File: config.mk
export PLATFORM = sky130hd
export DESIGN_NAME = csu_code_security_unit
export DESIGN_NICKNAME = d
export VERILOG_FILES = /design/src/shared/csu_pkg.sv /design/src/verilog/csu_flash_reader.sv /design/src/verilog/csu_code_security_unit.sv
export SDC_FILE = /design/constraint.sdc
export NUM_CORES = 1
export LEC_CHECK = 0
export BUFFER_PORTS_ARGS = -buffer_cell sky130_fd_sc_hd__buf_4
export CAP_MARGIN = 30
export CORE_MARGIN = 3
export CORE_UTILIZATION = 25
export CTS_BUF_LIST = sky130_fd_sc_hd__clkbuf_16
export CTS_CLUSTER_SIZE = 12
export DETAILED_ROUTE_END_ITERATION = 10
export SLEW_MARGIN = 20
export SYNTH_ARGS = -nofsm -noshare
export SYNTH_HDL_FRONTEND = slang
export SYNTH_SLANG_ARGS = --single-unit
File: constraint.sdc
create_clock -name core_clk_i -period 3.56 [get_ports core_clk_i]
set_input_delay 0.712 -clock core_clk_i [delete_from_list [all_inputs] [get_ports core_clk_i]]
set_output_delay 0.712 -clock core_clk_i [all_outputs]
set_load 0.01 [all_outputs]
File: src/shared/csu_pkg.sv
package csu_pkg;

    // ------------------------------------------------------------
    // password storage in flash
    // ------------------------------------------------------------
    localparam logic [21:0] PW_BASE_ADDR = 22'h3f7ff8;
    localparam int PW_WORDS = 8;
    localparam int PW_WAIT_STATES = 16;
    localparam logic [2:0] PW_LAST_IDX = 3'h7;

    // ------------------------------------------------------------
    // guarded regions
    // ------------------------------------------------------------
    localparam logic [21:0] FLASH_LO_ADDR = 22'h3e8000;
    localparam logic [21:0] FLASH_HI_ADDR = 22'h3f7fff;
    localparam logic [21:0] OTP_LO_ADDR = 22'h3d7800;
    localparam logic [21:0] OTP_HI_ADDR = 22'h3d7bff;
    localparam logic [21:0] SARAM_LOW_BASE = 22'h008000;
    localparam logic [21:0] SARAM_HIGH_BASE = 22'h009000;
    localparam logic [21:0] SARAM_WORDS = 22'h001000;

    // ------------------------------------------------------------
    // reset values
    // ------------------------------------------------------------
    localparam logic RST_LOCKED = 1'b1;
    localparam logic [127:0] RST_WORDS = 128'h0;

    // ------------------------------------------------------------
    // carriers
    // ------------------------------------------------------------
    typedef struct packed {
        logic valid;
        logic [2:0] idx;
        logic [15:0] data;
    } csu_key_wr_t;

    typedef struct packed {
        logic rd;
        logic [21:0] addr;
    } csu_dbg_req_t;

    typedef struct packed {
        logic rd;
        logic [21:0] addr;
    } csu_flash_req_t;

    typedef enum logic [1:0] {
        PH_FETCH,
        PH_WAIT,
        PH_RUN
    } csu_phase_t;

endpackage

File: src/verilog/csu_flash_reader.sv
`timescale 1ns/1ns
`default_nettype none

module csu_flash_reader #(
    parameter int WAIT = csu_pkg::PW_WAIT_STATES
) (
    input wire logic core_clk_i,
    input wire logic rst_b_i,
    input wire logic start_i,
    input wire logic [21:0] addr_i,
    input wire logic [15:0] flash_data_i,
    output csu_pkg::csu_flash_req_t flash_req_o,
    output logic done_o,
    output logic [15:0] data_o
);

    localparam int CW = $clog2(WAIT + 1);
    localparam logic [CW-1:0] LAST = CW'(WAIT);

    typedef struct packed {
        logic busy;
        logic [CW-1:0] cnt;
        csu_pkg::csu_flash_req_t req;
        logic done;
        logic [15:0] data;
    } csu_rd_st_t;

    csu_rd_st_t st_r;
    csu_rd_st_t st_nxt;

    // ------------------------------------------------------------
    // fixed wait-state read, independent of flash setting
    // ------------------------------------------------------------
    always_comb begin
        st_nxt = st_r;
        st_nxt.done = 1'b0;
        if (!st_r.busy && start_i) begin
            st_nxt.busy = 1'b1;
            st_nxt.cnt = '0;
            st_nxt.req.rd = 1'b1;
            st_nxt.req.addr = addr_i;
        end else if (st_r.busy) begin
            if (st_r.cnt == LAST) begin // see RQ2
                st_nxt.busy = 1'b0;
                st_nxt.req.rd = 1'b0;
                st_nxt.done = 1'b1;
                st_nxt.data = flash_data_i;
            end else begin
                st_nxt.cnt = st_r.cnt + CW'(1);
            end
        end
    end

    always_ff @(posedge core_clk_i or negedge rst_b_i) begin
        if (!rst_b_i) begin
            st_r <= '0;
        end else begin
            st_r <= st_nxt;
        end
    end

    assign flash_req_o = st_r.req;
    assign done_o = st_r.done;
    assign data_o = st_r.data;

endmodule

`default_nettype wire

File: src/verilog/csu_code_security_unit.sv
`timescale 1ns/1ns
`default_nettype none

// Summary of operation
// RQ1 - compare against 128-bit password read from flash
// RQ2 - password words read with sixteen fixed wait-states
// RQ3 - one unit guards flash, otp, both rams
// RQ4 - locked: block debug reads of guarded regions, external execution, bootload
// RQ5 - unlock only when written key equals password
// RQ6 - password at top eight words; zeros lock forever
// RQ7 - host zeroes filler words when password programmed
// RQ8 - host keeps reserved data words free of code
// RQ9 - key port sits directly on cpu memory bus
// RQ10 - every reset starts locked until matching key
module csu_code_security_unit #(
    parameter logic [21:0] RAM_LOW_BASE = csu_pkg::SARAM_LOW_BASE,
    parameter logic [21:0] RAM_HIGH_BASE = csu_pkg::SARAM_HIGH_BASE,
    parameter logic [21:0] RAM_WORDS = csu_pkg::SARAM_WORDS
) (
    input wire logic core_clk_i,
    input wire logic rst_b_i,
    input wire csu_pkg::csu_key_wr_t key_wr_i,
    input wire csu_pkg::csu_dbg_req_t dbg_req_i,
    input wire logic [15:0] flash_data_i,
    output csu_pkg::csu_flash_req_t flash_req_o,
    output logic pw_ready_o,
    output logic locked_o,
    output logic perm_locked_o,
    output logic dbg_grant_o,
    output logic dbg_deny_o,
    output logic ext_exec_en_o,
    output logic boot_load_en_o
);

    typedef struct packed {
        csu_pkg::csu_phase_t phase;
        logic [2:0] idx;
        logic [127:0] pw;
        logic [127:0] key;
        logic key_done;
        logic pw_zero;
        logic locked;
        logic dbg_grant;
        logic dbg_deny;
        logic ext_exec_en;
        logic boot_en;
        logic rd_start;
        logic [21:0] rd_addr;
        logic pw_ready;
    } csu_top_st_t;

    csu_top_st_t st_r;
    csu_top_st_t st_nxt;
    logic rd_done;
    logic [15:0] rd_data;
    logic guarded;

    csu_flash_reader #(
        .WAIT(csu_pkg::PW_WAIT_STATES)
    ) u_reader (
        .core_clk_i(core_clk_i),
        .rst_b_i(rst_b_i),
        .start_i(st_r.rd_start),
        .addr_i(st_r.rd_addr),
        .flash_data_i(flash_data_i),
        .flash_req_o(flash_req_o),
        .done_o(rd_done),
        .data_o(rd_data)
    );

    // ------------------------------------------------------------
    // region decode
    // ------------------------------------------------------------
    always_comb begin
        guarded = 1'b0; // see RQ3
        if (dbg_req_i.addr >= csu_pkg::FLASH_LO_ADDR &&
            dbg_req_i.addr <= csu_pkg::FLASH_HI_ADDR) begin
            guarded = 1'b1;
        end
        if (dbg_req_i.addr >= csu_pkg::OTP_LO_ADDR &&
            dbg_req_i.addr <= csu_pkg::OTP_HI_ADDR) begin
            guarded = 1'b1;
        end
        if (dbg_req_i.addr >= RAM_LOW_BASE &&
            dbg_req_i.addr < RAM_LOW_BASE + RAM_WORDS) begin
            guarded = 1'b1;
        end
        if (dbg_req_i.addr >= RAM_HIGH_BASE &&
            dbg_req_i.addr < RAM_HIGH_BASE + RAM_WORDS) begin
            guarded = 1'b1;
        end
    end

    // ------------------------------------------------------------
    // password fetch, key capture, compare
    // ------------------------------------------------------------
    always_comb begin
        st_nxt = st_r;
        st_nxt.rd_start = 1'b0;
        // key words land directly from the memory bus
        if (key_wr_i.valid) begin // see RQ9
            st_nxt.key[key_wr_i.idx*16 +: 16] = key_wr_i.data;
            if (key_wr_i.idx == csu_pkg::PW_LAST_IDX) begin
                st_nxt.key_done = 1'b1;
            end
        end
        case (st_r.phase)
            csu_pkg::PH_FETCH: begin
                st_nxt.rd_start = 1'b1;
                st_nxt.rd_addr = csu_pkg::PW_BASE_ADDR + {19'h0, st_r.idx};
                st_nxt.phase = csu_pkg::PH_WAIT;
            end
            csu_pkg::PH_WAIT: begin
                if (rd_done) begin
                    st_nxt.pw[st_r.idx*16 +: 16] = rd_data; // see RQ1
                    if (st_r.idx == csu_pkg::PW_LAST_IDX) begin
                        st_nxt.phase = csu_pkg::PH_RUN;
                        st_nxt.pw_ready = 1'b1;
                        st_nxt.pw_zero = (st_nxt.pw == 128'h0); // see RQ6
                    end else begin
                        st_nxt.idx = st_r.idx + 3'h1;
                        st_nxt.phase = csu_pkg::PH_FETCH;
                    end
                end
            end
            csu_pkg::PH_RUN: begin
                if (st_nxt.key_done) begin
                    st_nxt.key_done = 1'b0;
                    st_nxt.locked = st_r.pw_zero ||
                        (st_nxt.key != st_r.pw); // see RQ5
                end
            end
            default: begin
                st_nxt.phase = csu_pkg::PH_FETCH;
            end
        endcase
        st_nxt.ext_exec_en = !st_nxt.locked; // see RQ4
        st_nxt.boot_en = !st_nxt.locked; // see RQ4
        st_nxt.dbg_grant = dbg_req_i.rd && (!guarded || !st_r.locked);
        st_nxt.dbg_deny = dbg_req_i.rd && guarded && st_r.locked; // see RQ4
    end

    always_ff @(posedge core_clk_i or negedge rst_b_i) begin
        if (!rst_b_i) begin
            st_r <= '0;
            st_r.phase <= csu_pkg::PH_FETCH;
            st_r.pw <= csu_pkg::RST_WORDS;
            st_r.key <= csu_pkg::RST_WORDS;
            st_r.locked <= csu_pkg::RST_LOCKED; // see RQ10
        end else begin
            st_r <= st_nxt;
        end
    end

    assign pw_ready_o = st_r.pw_ready;
    assign locked_o = st_r.locked;
    assign perm_locked_o = st_r.pw_zero;
    assign dbg_grant_o = st_r.dbg_grant;
    assign dbg_deny_o = st_r.dbg_deny;
    assign ext_exec_en_o = st_r.ext_exec_en;
    assign boot_load_en_o = st_r.boot_en;

endmodule

`default_nettype wire

Word-level counts from Yosys, hierarchy flattened:

Index checks and enable logic that the tools add are counted.

* word-level logic and storage cells: 96
* output and inout port bits: 30
* input bits: 61
* flip-flop bits (word level): 337

* bitwise operators: 3
* reductions and logical operators: 25
* equal/unequal tests: 8
* shift operators: 4
* muxes and demuxes: 24
* $add $sub $neg: 5
* order comparisons: 8

Operator list (count)
* bitwise mux 128 bit: 2
* variable shift 16 x 34 -> 128 bit (first input constant): 2
* variable part select 16 x 34 -> 128 bit: 2
* 2-to-1 mux 133 bit: 1
* 2-to-1 mux 129 bit: 1
* logical NOT 128 bit: 1
* inequality test 128 bit: 1
* negation 7 -> 34 bit: 2
* 2-to-1 mux 17 bit: 3
* >= comparator 22 x 16 -> 1 bit (second input constant): 2
* >= comparator 22 bit (second input constant): 2
* <= comparator 22 bit (second input constant): 2
* less-than comparator 22 x 16 -> 1 bit (second input constant): 2
* 2-to-1 mux 23 bit: 1
* adder 17 x 4 -> 18 bit (first input constant): 1
* 2-to-1 mux 7 bit: 2
* 2-to-1 mux 1 bit: 10
* AND reduction 3 bit: 3
* logical AND 1 bit: 8
* AND reduction 2 bit: 4
* == test 3 bit (second input constant): 2
* one-hot mux 2 bit (3 select lines): 1
* adder 5 x 1 -> 5 bit (second input constant): 1
* == test 5 bit (second input constant): 1
* 12 further kinds: 20

Depth between registers and ports, before layout:

* depth in word-level cells: 9
* depth in mapped cells: 17
* depth with buffers taken out: 11

Hierarchy:

Synthesis repeated with hierarchy kept, for this count alone.

* cell total of the unflattened synthesis: 1666
* area, all modules: 16135.5 um^2

Modules (own cells, without submodules)
* csu_code_security_unit: cells each 1508, area each 13983.4 um^2, instances 1, seq. area each 6832.8 um^2
* csu_flash_reader: cells each 158, area each 2152.1 um^2, instances 1, seq. area each 1151.1 um^2

Worst setup path before layout:

OpenSTA, ideal clock, no wires.

* path kind: input -> register
* start: input port key_wr_i[16] in the netlist's numbering
* end: register st_r, in the netlist boot_load_en_o
* library setup time: 0.066 ns
* path buffers: 3
* required time: 3.494 ns
* data arrival time: 3.968 ns
* path slack: -0.474 ns
* stages: 14
* path through: buf_6 -> buf_2 -> inv_1 -> ha_1 -> ha_1 -> buf_6 -> or3b_4 -> o31a_1 -> or3_1 -> a222oi_1 -> nand4_1 -> or4_4 -> nor4_4 -> a31o_1

RTL lines
* start: declaration: RTL line csu_code_security_unit.sv:22 `input wire csu_pkg::csu_key_wr_t key_wr_i,`
* end signal: assignment: RTL line csu_code_security_unit.sv:151 `st_r <= st_nxt;`
* end: declaration: RTL line csu_code_security_unit.sv:52 `csu_top_st_t st_r;`

==> out/metrics.yaml <==
status: "finished clean"
async_flop_share: 1.00
syn-cell-area_um2: 15200
synthTopCellsByCount: "300 x dfrtp_1, 279 x nand2_1, 205 x o21ai_0, 90 x mux2_2, 76 x clkbuf_1"
area_delta_synth_final_pct: 21.9
endpoint_kind: "register"
max_slew_margin: 0.397
synth_top_area_cell: "dfrtp_1"
reg2reg_to: "st_r[223]"
yosysWarningCount: 0
final.setup_skew_ps: 13.6
syn_avg_cell_area_um2: 9.45
yosysSeqAreaShare: 0.495
clk_latency_ps: 530
rows: 89
first_pass_iters: 5
synthesis.nets: 1685
synthTopCellsByArea: "dfrtp_1 49%, nand2_1 6.9%, o21ai_0 6.7%, mux2_2 6.7%, xor2_1 3.2%"
worst_ep_required_time_ps: 4030
wire_per_inst_um: 22.6
final_util: 0.311
yosysUniqueCellTypes: 78
io_pins: 91
synth_top_flop_cell: "dfrtp_1"
cellLeakagePower_nw: 8.44
hp-class: "in2async"
dp_hpwl_um: 43900
synth_top_area_share: 0.493
place_ws_ps: -249
slowest_delay_ps: 420
core_area_um2: 59600
grt_max_degree: 73
whs_ps: 143
die_y_um: 253
drt-total-wl_um: 57600
startpoint: "key_wr_i[17]"
setup_viol: 0
fin_nets: 1826
dieArea_um2: 63900
worstPathMaxFanout: 7
worstPathArrival_ps: 3810
fmax_ghz: 0.299
synth_edf_count: 0
cts.clk_slew.worst_paths_ps: 60
cp-start-kind: "input pin"
fill_cells: 6152
diodes: 0
drive_gt1_frac: 0.220
h-tree-depth: 2
post-synth-top-count-cell: "dfrtp_1"
grt_overflow_total: 0
port_buffers: 79
grt_pass1_wl_um: 84300
r2r_setup_slack_ps: 400
cts_buffer_depth: 3
cellPowerDensity_nw_per_um2: 496
detail_route.iter0.violations: 1251
finalHoldViolCount: 0
ctsHoldBuffers: 0
r2r-start: "st_r[287]"
post_cts_resized: 0
finalCritPeriodShare: 0.940
tightest_slew_ps: 902
start_util: 0.256
postCtsSetupBuffers: 0
worstPathCellList: "buf_4 -> inv_1 -> ha_4 -> ha_4 -> nor2b_1 -> nand2_1 -> buf_4 -> mux2i_1 -> o22ai_1 -> a221oi_1 -> nand4_1 -> nor4_1 -> buf_4 -> a31o_1"
vias: 13160
layout_setup_ws_ps: 214
vias_per_cell: 5.16
ys_ff_latch: 301
track_usage: 0.178
drcViolationCount: 0
drv_slew: 0
antenna_found_initial: 0
cpMostUsedCell: "buf_4"
die_w_um: 253
place_congestion: 0.944
tritoncts: "yes"
synthCells: 1611
cap_viol_max_count: 0
numCtsBuffers: 35
rsz0062_at_grt: "no"
cp_slowest_cell: "nor2b_1"
ff2ff_path_depth: 8
grt_pass1_vias: 12802
ir_worst_vdd_mv: 0.259
cts_root_buf: "clkbuf_16"
ant_nets: 0
criticalPathCategory: "in2reg"
cts.sinks: 301
min_period_ps: 3350
[registers in the layout, indices dropped and copies added (netlist names), named ones only]
signal / count
perm_locked_o: 1
boot_load_en_o: 1
u_reader.flash_req_o: 5
dbg_deny_o: 1
u_reader.data_o: 16
pw_ready_o: 1
st_r: 267
u_reader.st_r: 6
dbg_grant_o: 1
u_reader.done_o: 1
[report_power, final]
group	total (mW)	internal (mW)	switching, mW
combinational	1.74	0.779	0.960
sequential	4.07	3.82	0.248
clock	3.39	1.91	1.49
total	9.20	6.51	2.69
[kinds of logic after synthesis]
| logic type | after synthesis | synth area share |
|---|---|---|
| AO/OA/AOI/OAI | 365 | 0.140 |
| XOR/XNOR | 86 | 0.0495 |
| adder cells (fa/ha/maj) | 13 | 0.0107 |
| buffers and inverters | 182 | 0.0531 |
| flip-flops | 301 | 0.495 |
| multiplexers | 104 | 0.0758 |
| other | 1 | 0.000246 |
| AND/OR/NAND/NOR | 559 | 0.176 |
[routing by layer]
| layer | vias up | GRT usage | part of all wire |
|---|---|---|---|
| met5 | - | 0 | 0 |
| met4 | 0 | 0.0578 | 0.035 |
| met3 | 114 | 0.0318 | 0.078 |
| met2 | 581 | 0.270 | 0.44 |
| met1 | 6552 | 0.255 | 0.45 |
| li1 | 5913 | - | - |
[layout by cell type, fill, tap and decap left out, types with 5 or more instances in the layout]
cell type    n
nand4_1     22
nand3_1     30
inv_1       71
or3_1       11
a221oi_1     7
xnor2_1     31
xor2_1      55
nor3_1      36
nor4_1      45
or4_1        6
clkinv_1    10
or2_2       10
mux2_2      90
o21ai_0    203
and3_1      14
o22ai_1     13
clkbuf_16   36
nor2b_1      7
buf_12       9
mux2i_1     14
a22oi_1      6
nand2b_1    10
a21oi_1     61
o31ai_1      6
nor2_1      55
a32oi_1      6
a31oi_1      6
o2bb2ai_1    5
nand2_1    279
buf_4      209
ha_1        11
dfrtp_1    300
[how the worst max path moves through the flow]
stage | slack [ps] | cells past startpoint | end
6_report | 210 | 14 | boot_load_en_o
5_1_grt | 20 | 14 | boot_load_en_o
4_1_cts | 270 | 14 | boot_load_en_o
3_5_place_dp | -250 | 14 | boot_load_en_o
3_3_place_gp | -260 | 14 | boot_load_en_o
2_1_floorplan | -40 | 15 | boot_load_en_o
[metrics by stage]
stage / instance area (µm²) / TNS (ps) / power (mW) / cells
after floorplan: 15300 / -56.2 / 5.00 / 1611
after CTS: 18500 / 0 / 9.25 / 2548
after detailed placement: 17500 / -459 / 5.85 / 2487
after global routing: 18600 / 0 / 9.57 / 2549
after global placement: 17500 / -483 / 5.81 / 2487
final: 18600 / 0 / 9.20 / 2549
[area by class of cell]
cell class / count / area [µm²] / share of cell area
multi-input cells: 1128 / 6980 / 0.376
well taps: 773 / 967 / 0.0521
clock inverters: 25 / 151 / 0.00816
flip-flops and latches: 301 / 7530 / 0.406
repair buffers: 220 / 1780 / 0.0959
clock buffers: 36 / 901 / 0.0485
inverters: 66 / 248 / 0.0134
[critical path, delay by kind of cell]
family          cells  cell delay, ps
compound gates      3             680
fa+ha+maj           2             470
simple gates        4            1080
mux                 1             340
buf+inv             4             510
Note: power is estimated with default switching activity, not from simulation.
